### src/agc_pkg.sv
package agc_pkg;
  // ****************************************
  // Register map (7-bit addresses)
  // ****************************************
  localparam logic [6:0] ADDR_ZC_TIMEOUT = 7'h07;
  localparam logic [6:0] ADDR_FILTER = 7'h0b;
  localparam logic [6:0] ADDR_CLOCKING = 7'h0c;
  localparam logic [6:0] ADDR_POWER = 7'h0d;
  localparam logic [6:0] ADDR_LEFT_GAIN = 7'h0e;
  localparam logic [6:0] ADDR_RIGHT_GAIN = 7'h0f;
  localparam logic [6:0] ADDR_MUTE_LINK = 7'h15;
  // ****************************************
  // Field positions
  // ****************************************
  localparam int TOD_BIT = 3;
  localparam int HPD_BIT = 8;
  localparam int MS_BIT = 8;
  localparam int OSR_BIT = 3;
  localparam int RATE_LSB = 0;
  localparam int GLOBAL_POWERDOWN_BIT = 0;
  localparam int CONVERTER_DISABLE_BIT = 1;
  localparam int INPUT_STAGE_DISABLE_BIT = 6;
  localparam int ZC_BIT = 8;
  localparam int LINK_BIT = 8;
  localparam int MUTEL_BIT = 7;
  localparam int MUTER_BIT = 6;
  // ****************************************
  // Reset values
  // ****************************************
  localparam logic [8:0] RST_ZC_TIMEOUT = 9'h000;
  localparam logic [8:0] RST_FILTER = 9'h000;
  localparam logic [8:0] RST_CLOCKING = 9'h002;
  localparam logic [8:0] RST_POWER = 9'h000;
  localparam logic [8:0] RST_GAIN = 9'h0cf;
  localparam logic [8:0] RST_MUTE_LINK = 9'h000;
  // ****************************************
  // Gain map and ratios
  // ****************************************
  localparam logic [7:0] GAIN_MIN_ANALOG = 8'ha5;
  localparam logic [7:0] GAIN_MUTE_CODE = 8'h00;
  localparam logic [2:0] RATE_256 = 3'h2;
  localparam logic [2:0] RATE_384 = 3'h3;
  localparam logic [2:0] RATE_512 = 3'h4;
  localparam logic [2:0] RATE_768 = 3'h5;
  localparam int FS_DIV_256 = 256;
  localparam int FS_DIV_384 = 384;
  localparam int FS_DIV_512 = 512;
  localparam int FS_DIV_768 = 768;
  localparam int BCLK_PER_FRAME = 64;
  localparam int ZC_TIMEOUT_MCLKS = 131072;
  localparam int FILT_INIT_CYCLES = 16;
  localparam int SAMPLE_W = 24;
endpackage : agc_pkg

### src/agc_gain_if.sv
`timescale 1ns/10ps
interface agc_gain_if;
  logic [7:0] reqCode;
  logic reqLoad;
  logic reqZc;
  logic timeoutDis;
  logic [23:0] sample;
  logic sampleValid;
  logic [7:0] curCode;
  logic pending;
  modport ctl (output reqCode, reqLoad, reqZc, timeoutDis, sample, sampleValid,
               input curCode, pending);
  modport chan (input reqCode, reqLoad, reqZc, timeoutDis, sample, sampleValid,
                output curCode, pending);
endinterface : agc_gain_if

### src/agc_control.sv
`timescale 1ns/10ps
module agc_control
  import agc_pkg::*;
#(
  parameter int TIMEOUT = ZC_TIMEOUT_MCLKS,
  parameter int FILT_INIT = FILT_INIT_CYCLES
) (
  input wire logic ref_clk,
  input wire logic rst_b,
  input wire logic [15:0] wrWord,
  input wire logic wrStrobe,
  input wire logic frameClkIn,
  input wire logic bitClkIn,
  input wire logic [23:0] leftSample,
  input wire logic [23:0] rightSample,
  input wire logic sampleValid,
  output logic frameClkOut,
  output logic frameClkOe,
  output logic bitClkOut,
  output logic bitClkOe,
  output logic frameSync,
  output logic bitClkSync,
  output logic oversample64,
  output logic refPowerDown,
  output logic converterPowerDown,
  output logic inputStagePowerDown,
  output logic filterClear,
  output logic filterReady,
  output logic highpassBypass,
  output logic [7:0] leftAnalogCode,
  output logic [7:0] rightAnalogCode,
  output logic [7:0] leftDigitalCode,
  output logic [7:0] rightDigitalCode,
  output logic leftSilence,
  output logic rightSilence
);
  // ****************************************
  // Register file
  // ****************************************
  logic [8:0] zcCtl_ff, filtCtl_ff, clkCtl_ff, pwrCtl_ff, gainL_ff, gainR_ff, muteLink_ff;
  logic [6:0] wrAddr;
  logic [8:0] wrData;
  assign wrAddr = wrWord[15:9];
  assign wrData = wrWord[8:0];

  // Registers survive power-down; only reset clears them
  always_ff @(posedge ref_clk) begin
    if (!rst_b) begin
      zcCtl_ff <= RST_ZC_TIMEOUT;
      filtCtl_ff <= RST_FILTER;
      clkCtl_ff <= RST_CLOCKING;
      pwrCtl_ff <= RST_POWER;
      gainL_ff <= RST_GAIN;
      gainR_ff <= RST_GAIN;
      muteLink_ff <= RST_MUTE_LINK;
    end else if (wrStrobe) begin
      unique case (wrAddr)
        ADDR_ZC_TIMEOUT: zcCtl_ff <= wrData;
        ADDR_FILTER: filtCtl_ff <= wrData;
        ADDR_CLOCKING: clkCtl_ff <= wrData;
        ADDR_POWER: pwrCtl_ff <= wrData;
        ADDR_LEFT_GAIN: gainL_ff <= wrData;
        ADDR_RIGHT_GAIN: gainR_ff <= wrData;
        ADDR_MUTE_LINK: muteLink_ff <= wrData;
        default: ;
      endcase
    end
  end

  logic masterSel, globalPd, convDis, linkSel;
  assign masterSel = clkCtl_ff[MS_BIT];
  assign globalPd = pwrCtl_ff[GLOBAL_POWERDOWN_BIT];
  assign convDis = pwrCtl_ff[CONVERTER_DISABLE_BIT];
  assign linkSel = muteLink_ff[LINK_BIT];

  // ****************************************
  // Clock pin synchronisers (slave mode)
  // ****************************************
  logic [1:0] frameSyn_ff, bitSyn_ff;
  always_ff @(posedge ref_clk) begin
    if (!rst_b) begin
      frameSyn_ff <= 2'h0;
      bitSyn_ff <= 2'h0;
    end else begin
      frameSyn_ff <= {frameSyn_ff[0], frameClkIn};
      bitSyn_ff <= {bitSyn_ff[0], bitClkIn};
    end
  end

  // ****************************************
  // Master-mode clock divider
  // ****************************************
  function automatic logic [9:0] ratioDiv(input logic [2:0] code);
    unique case (code)
      RATE_384: ratioDiv = 10'(FS_DIV_384);
      RATE_512: ratioDiv = 10'(FS_DIV_512);
      RATE_768: ratioDiv = 10'(FS_DIV_768);
      default: ratioDiv = 10'(FS_DIV_256);
    endcase
  endfunction : ratioDiv

  logic [9:0] frameDiv;
  logic [9:0] divCnt_ff;
  logic [3:0] bitStep;
  assign frameDiv = ratioDiv(clkCtl_ff[RATE_LSB+2:RATE_LSB]);
  // Bit clock period = frame / 64; ratios give 4, 6, 8, 12 clocks per bit
  assign bitStep = 4'(frameDiv / 10'(BCLK_PER_FRAME));

  logic [3:0] bitCnt_ff;
  always_ff @(posedge ref_clk) begin
    if (!rst_b || !masterSel || globalPd) begin
      divCnt_ff <= '0;
      bitCnt_ff <= '0;
    end else begin
      divCnt_ff <= (divCnt_ff >= frameDiv - 10'h1) ? 10'h0 : divCnt_ff + 10'h1;
      bitCnt_ff <= (bitCnt_ff >= bitStep - 4'h1) ? 4'h0 : bitCnt_ff + 4'h1;
    end
  end

  always_ff @(posedge ref_clk) begin
    if (!rst_b) begin
      frameClkOut <= 1'b0;
      bitClkOut <= 1'b0;
      frameClkOe <= 1'b0;
      bitClkOe <= 1'b0;
      frameSync <= 1'b0;
      bitClkSync <= 1'b0;
    end else begin
      frameClkOe <= masterSel;
      bitClkOe <= masterSel;
      frameClkOut <= masterSel && (divCnt_ff < (frameDiv >> 1));
      bitClkOut <= masterSel && (bitCnt_ff < (bitStep >> 1));
      frameSync <= masterSel ? (divCnt_ff < (frameDiv >> 1)) : frameSyn_ff[1];
      bitClkSync <= masterSel ? (bitCnt_ff < (bitStep >> 1)) : bitSyn_ff[1];
    end
  end

  // ****************************************
  // Power and filter sequencing
  // ****************************************
  logic [7:0] initCnt_ff;
  logic haltPath;
  assign haltPath = globalPd || convDis;
  always_ff @(posedge ref_clk) begin
    if (!rst_b) begin
      refPowerDown <= 1'b0;
      converterPowerDown <= 1'b0;
      inputStagePowerDown <= 1'b0;
      oversample64 <= 1'b0;
      highpassBypass <= 1'b0;
    end else begin
      refPowerDown <= globalPd;
      converterPowerDown <= haltPath;
      inputStagePowerDown <= globalPd || pwrCtl_ff[INPUT_STAGE_DISABLE_BIT];
      oversample64 <= clkCtl_ff[OSR_BIT];
      highpassBypass <= filtCtl_ff[HPD_BIT];
    end
  end

  // Filters held clear while halted, then need an init run before output
  always_ff @(posedge ref_clk) begin
    if (!rst_b) begin
      initCnt_ff <= '0;
      filterClear <= 1'b1;
      filterReady <= 1'b0;
    end else if (haltPath) begin
      initCnt_ff <= '0;
      filterClear <= 1'b1;
      filterReady <= 1'b0;
    end else begin
      filterClear <= 1'b0;
      if (initCnt_ff < 8'(FILT_INIT)) begin
        initCnt_ff <= initCnt_ff + 8'h1;
      end
      filterReady <= initCnt_ff >= 8'(FILT_INIT - 1);
    end
  end

  // ****************************************
  // Gain channels with zero-cross update
  // ****************************************
  agc_gain_if giL ();
  agc_gain_if giR ();
  logic [8:0] rightSrc;
  assign rightSrc = linkSel ? gainL_ff : gainR_ff;
  logic wrL, wrR, wrLink;
  assign wrL = wrStrobe && wrAddr == ADDR_LEFT_GAIN;
  assign wrR = wrStrobe && wrAddr == ADDR_RIGHT_GAIN;
  assign wrLink = wrStrobe && wrAddr == ADDR_MUTE_LINK;
  logic loadL_ff, loadR_ff;
  always_ff @(posedge ref_clk) begin
    if (!rst_b) begin
      loadL_ff <= 1'b0;
      loadR_ff <= 1'b0;
    end else begin
      loadL_ff <= wrL;
      loadR_ff <= linkSel ? (wrL || wrLink) : (wrR || wrLink);
    end
  end

  assign giL.reqCode = gainL_ff[7:0];
  assign giL.reqLoad = loadL_ff;
  assign giL.reqZc = gainL_ff[ZC_BIT];
  assign giL.timeoutDis = zcCtl_ff[TOD_BIT];
  assign giL.sample = leftSample;
  assign giL.sampleValid = sampleValid && !globalPd;
  assign giR.reqCode = rightSrc[7:0];
  assign giR.reqLoad = loadR_ff;
  assign giR.reqZc = gainR_ff[ZC_BIT];
  assign giR.timeoutDis = zcCtl_ff[TOD_BIT];
  assign giR.sample = rightSample;
  assign giR.sampleValid = sampleValid && !globalPd;

  agc_zc_channel #(.TIMEOUT(TIMEOUT)) uChanL (.ref_clk(ref_clk), .rst_b(rst_b), .gi(giL));
  agc_zc_channel #(.TIMEOUT(TIMEOUT)) uChanR (.ref_clk(ref_clk), .rst_b(rst_b), .gi(giR));

  // Split one code into analogue step and digital attenuation
  function automatic logic [7:0] analogOf(input logic [7:0] c);
    analogOf = (c >= GAIN_MIN_ANALOG) ? c - GAIN_MIN_ANALOG : 8'h00;
  endfunction : analogOf
  function automatic logic [7:0] digitalOf(input logic [7:0] c);
    digitalOf = (c >= GAIN_MIN_ANALOG) ? 8'h00 : GAIN_MIN_ANALOG - c;
  endfunction : digitalOf

  // Same controls feed converted and bypass paths alike
  always_ff @(posedge ref_clk) begin
    if (!rst_b) begin
      leftAnalogCode <= analogOf(RST_GAIN[7:0]);
      rightAnalogCode <= analogOf(RST_GAIN[7:0]);
      leftDigitalCode <= 8'h00;
      rightDigitalCode <= 8'h00;
      leftSilence <= 1'b0;
      rightSilence <= 1'b0;
    end else begin
      leftAnalogCode <= analogOf(giL.curCode);
      rightAnalogCode <= analogOf(giR.curCode);
      leftDigitalCode <= digitalOf(giL.curCode);
      rightDigitalCode <= digitalOf(giR.curCode);
      leftSilence <= muteLink_ff[MUTEL_BIT] || giL.curCode == GAIN_MUTE_CODE;
      rightSilence <= muteLink_ff[MUTER_BIT] || giR.curCode == GAIN_MUTE_CODE;
    end
  end
endmodule : agc_control

### src/agc_zc_channel.sv
`timescale 1ns/10ps
module agc_zc_channel
  import agc_pkg::*;
#(
  parameter int TIMEOUT = ZC_TIMEOUT_MCLKS
) (
  input wire logic ref_clk,
  input wire logic rst_b,
  agc_gain_if.chan gi
);
  logic [7:0] curCode_ff;
  logic [7:0] pendCode_ff;
  logic pending_ff;
  logic [17:0] toCnt_ff;
  logic lastSign_ff;
  logic zcHit;
  logic toHit;

  // Sign change between consecutive samples marks a crossing
  assign zcHit = gi.sampleValid && (gi.sample[SAMPLE_W-1] != lastSign_ff);
  assign toHit = !gi.timeoutDis && (toCnt_ff >= 18'(TIMEOUT - 1));

  always_ff @(posedge ref_clk) begin
    if (!rst_b) begin
      lastSign_ff <= 1'b0;
    end else if (gi.sampleValid) begin
      lastSign_ff <= gi.sample[SAMPLE_W-1];
    end
  end

  always_ff @(posedge ref_clk) begin
    if (!rst_b) begin
      curCode_ff <= RST_GAIN[7:0];
      pendCode_ff <= RST_GAIN[7:0];
      pending_ff <= 1'b0;
    end else if (gi.reqLoad && !gi.reqZc) begin
      curCode_ff <= gi.reqCode;
      pending_ff <= 1'b0;
    end else if (gi.reqLoad) begin
      pendCode_ff <= gi.reqCode;
      pending_ff <= 1'b1;
    end else if (pending_ff && (zcHit || toHit)) begin
      curCode_ff <= pendCode_ff;
      pending_ff <= 1'b0;
    end
  end

  // Counter restarts on each deferred write, cleared on apply
  always_ff @(posedge ref_clk) begin
    if (!rst_b) begin
      toCnt_ff <= '0;
    end else if (gi.reqLoad || !pending_ff || zcHit || toHit) begin
      toCnt_ff <= '0;
    end else begin
      toCnt_ff <= toCnt_ff + 18'h1;
    end
  end

  assign gi.curCode = curCode_ff;
  assign gi.pending = pending_ff;
endmodule : agc_zc_channel
### config.mk
export PLATFORM = sky130hd
export DESIGN_NAME = agc_control
export DESIGN_NICKNAME = d
export VERILOG_FILES = /design/src/agc_pkg.sv /design/src/agc_gain_if.sv /design/src/agc_control.sv /design/src/agc_zc_channel.sv
export SDC_FILE = /design/constraint.sdc
export NUM_CORES = 1
export LEC_CHECK = 0
export BUFFER_PORTS_ARGS = -buffer_cell sky130_fd_sc_hd__clkbuf_2
export CAP_MARGIN = 0
export CORE_MARGIN = 5
export CORE_UTILIZATION = 46
export CTS_CLUSTER_SIZE = 8
export DETAILED_ROUTE_END_ITERATION = 8
export PLACE_DENSITY = 0.67
export SYNTH_ARGS = -nofsm -noshare
export SYNTH_HDL_FRONTEND = slang
export SYNTH_SLANG_ARGS = --single-unit
### constraint.sdc
create_clock -name ref_clk -period 2.2 [get_ports ref_clk]
set_input_delay 0.22 -clock ref_clk [delete_from_list [all_inputs] [get_ports ref_clk]]
set_output_delay 0.22 -clock ref_clk [all_outputs]
set_load 0.01 [all_outputs]
==> run_results.csv <==
group,metric,value,unit
run_status,status,"completed",
floorplanning,initial_utilization,0.465,
timing,rsz0062_at_grt,"false",
detailed_routing,highest-signal-layer,"met4",
worst_setup_path,critPathMaxStageDelay,550,ps
timing,timing.setup.tns,0,ps
timing,max_clock_skew,5.77,ps
cells_and_area,nets,1007,
clock_tree,post_cts_hold_buffer_count,2,
synth,ys_ff_latch,177,
timing,tightest_slew,811,ps
power_and_ir_drop,power.static_leakage,3.68,nW
detailed_routing,finalWirelength,15.6,mm
clock_tree,htreeDepth,4,
global_routing,largest_net_degree_at_the_start_of_global_routing,42,
worst_setup_path,setup.worst_path.start_class,"flop",
worst_setup_path,crit_fanout,7,
timing,slew_viol_final,0,
detailed_routing,wl_met1,7.78,mm
clock_tree,clock_latency,420,ps
worst_setup_path,worstPathArrival,2380,ps
timing,hold_viol_final,0,
clock_tree,tritoncts.num_buffers,17,
floorplanning,die_h,139,um
detailed_routing,routed-via-count,5888,
detailed_routing,post_drt_via_cell_ratio,5.14,
synth,yosys-mux-area-fraction,0.0790,
synth,ys_async_sr_fraction,0,
detailed_routing,postRouteAntennaNets,0,
synth,synthXorXnorAreaFrac,0.0734,
cells_and_area,n_antenna_cell,0,
worst_setup_path,rrSetupSlack,140,ps
detailed_routing,drt_drc_violations_left,0,
floorplanning,design.portCount,117,
placed_design,dpl.cell_count,1113,
global_routing,grt_first_pass_wirelength,27.3,mm
worst_setup_path,cp_cell_sequence,"nand4_2 > or4_4 > a211o_1 > mux2_4",
cells_and_area,mostFrequentLayoutCells,"dfxtp_1, nand2_1, clkbuf_2, nor3_1, nor2_1",
global_routing,via_count_of_the_first_global_routing_pass,5622,
clock_tree,post-cts-setup-buffers,0,
worst_setup_path,crit_type,"flop to flop",
power_and_ir_drop,p_per_area,706,nW/um2
detailed_routing,met3WireLength,511,um
detailed_routing,drt_pass1_iterations,5,
synth,synthesis.area,7640,um2
synth,synth_simple_gate_area_frac,0.223,
detailed_routing,drt_iter0_drc,283,
worst_setup_path,critPathRequiredTime,2510,ps
cells_and_area,synthToLayoutAreaGrowth,17.4,%
power_and_ir_drop,ir_drop,544,uV
cells_and_area,n_fill_cell,1538,
synth,synth_top_area_frac,0.464,
timing,post-route-min-period,2060,ps
synth,synth_warnings,0,
hold_path,hold_path.class,"input port to flop",
synth,post_synthesis_adder_cell_area_fraction,0.0377,
worst_setup_path,worstSetupEndpointType,"flop",
placed_design,hpwl_after_detailed_placement,10.9,mm
timing,maximum_achievable_frequency,485,MHz
clock_tree,cts_root_buffer,"clkbuf_16",
synth,syn-mean-instance-area,9.22,um2
synth,post_synth_main_area_contributors,"dfxtp_1, mux2i_1, nand2_1",
synth,synth-main-ff-cell,"dfxtp_1",
clock_tree,tritoncts_num_sinks,177,
clock_tree,tritoncts,"built",
floorplanning,core_region_area,16400,um2
clock_tree,clock_slew_seen_by_the_registers_of_the_worst_setup_and_hold_paths,60,ps
timing,timing.slew.headroom,0.458,
floorplanning,dieArea,19300,um2
synth,yosysTopAreaCell,"dfxtp_1",
cells_and_area,drive_gt1_frac,0.176,
synth,synth.yosys.seq_area_share,0.464,
run,max_cap_viols,0,
clock_tree,clock_path_buffers,2,
floorplanning,floorplan.rows,47,
global_routing,antenna_violations_before_repair,0,
detailed_routing,met2WireLength,7.16,mm
floorplanning,chip_width,139,um
synth,synth_top_family_by_area,"simple AND/OR/NAND/NOR gates",
timing,layout_worst_path_cycle_share,0.937,
worst_setup_path,max_stage_delay_cell_worst_path,"or4_4",
synth,synth-edff-count,0,
cells_and_area,final-instance-count-excl-fill,1146,
detailed_routing,route.detailed.wl_per_inst,13.6,um
timing,setup_viol,0,
clock_tree,cts-resized-gates,0,
synth,number_of_standard_cells_after_synthesis,828,
placed_design,place_congestion,0.835,
global_routing,grt_overflow_total,0,
synth,synthesis.nets,921,
synth,count_of_unique_library_cells_instantiated_by_yosys,53,
global_routing,grt_util_all_layers,0.168,
cells_and_area,final_common_cell,"dfxtp_1",
synth,synth_compound_gate_area_share,0.0870,
placed_design,numPortBuffers,70,
==> cell usage after synthesis (all sizes together) (7+ instances only) <==
master and number:
inv 27, or2 8, a21oi 29, xnor2 40, nand4 16, nand3 32, nor3 62, o21ai 10
or3 7, nor4 15, dfxtp 177, clkbuf 32, and3 7, nor2b 11, o31ai 9, nand2 96
o211ai 8, mux2i 52, a211oi 22, xor2 24, ha 23, buf 10, nor2 56, and2 10
==> critical path, delay by kind of cell, from the launching register on <==
| family | cells | cell delay [ps] |
|---|---|---|
| AND/OR/NAND/NOR | 2 | 700 |
| AO/OA/AOI/OAI | 1 | 490 |
| multiplexers | 1 | 350 |
| flip-flops | 1 | 410 |
==> final timing paths <==
path / from / end / cells past startpoint
worst max-delay path: uChanL.toCnt_ff[7]$_SDFF_PP0_ / uChanL.gi.curCode[0]$_SDFFE_PN1P_ / 4
worst min-delay path: wrWord[7] / gainR_ff[7]$_SDFFE_PN1P_ / 3
worst max register to register: uChanL.toCnt_ff[7]$_SDFF_PP0_ / uChanL.gi.curCode[0]$_SDFFE_PN1P_ / 4
worst min register to register: frameSyn_ff[0]$_SDFF_PN0_ / frameSyn_ff[1]$_SDFF_PN0_ / 1
==> layer usage <==
metal / global-route usage / vias to the layer above
li1: - / 3060
met1: 0.228 / 2736
met2: 0.263 / 79
met3: 0.0441 / 13
met4: 0.0505 / 0
met5: 0 / -
==> sequential cells by signal, summed over array words and instances, names as in the netlist, 3 cells and up <==
name and count:
uChanL.gi.curCode 8, rightDigitalCode 8, uChanL.toCnt_ff 18, clkCtl_ff 5, divCnt_ff 10, pwrCtl_ff 3
leftAnalogCode 8, uChanR.toCnt_ff 18, muteLink_ff 3, gainL_ff 9, bitCnt_ff 4, uChanR.gi.curCode 8
uChanL.pendCode_ff 8, initCnt_ff 8, rightAnalogCode 8, gainR_ff 9, uChanR.pendCode_ff 8, leftDigitalCode 8
==> report_power, final <==
part | switching (mW) | internal (mW)
clock | 1.21 | 1.75
sequential | 0.00861 | 3.22
combinational | 0.0916 | 0.0504
==> area by class of cell <==
| type | instances | area (um2) | area share |
|---|---|---|---|
| Inverter | 27 | 101 | 0.0113 |
| Clock inverter | 9 | 108 | 0.0120 |
| Sequential cell | 177 | 3540 | 0.395 |
| Tap cell | 220 | 275 | 0.0307 |
| Multi-Input combinational cell | 582 | 3820 | 0.426 |
| Timing Repair Buffer | 109 | 648 | 0.0723 |
| Clock buffer | 22 | 474 | 0.0529 |
==> cell families after synthesis <==
kind of cell	count (synthesis)
compound gates	98
flops	177
simple gates	339
mux	58
buf+inv	69
xor+xnor	64
fa+ha+maj	23
==> metrics by stage <==
| stage | total power [mW] | cell area, um2 | utilization | hold WS [ps] | setup slack [ps] |
|---|---|---|---|---|---|
| 3_5_place_dp | 3.44 | 8370 | 0.510 | 421 | 149 |
| 5_1_grt | 6.57 | 8970 | 0.547 | 61.4 | 25.3 |
| 2_1_floorplan | 3.38 | 7640 | - | 345 | 155 |
| 3_3_place_gp | 3.44 | 8370 | 0.510 | 421 | 173 |
| 4_1_cts | 6.41 | 8970 | 0.547 | 37.9 | 140 |
| 6_report | 6.33 | 8970 | 0.547 | 48.5 | 138 |
(Power assumes the default switching activity.)
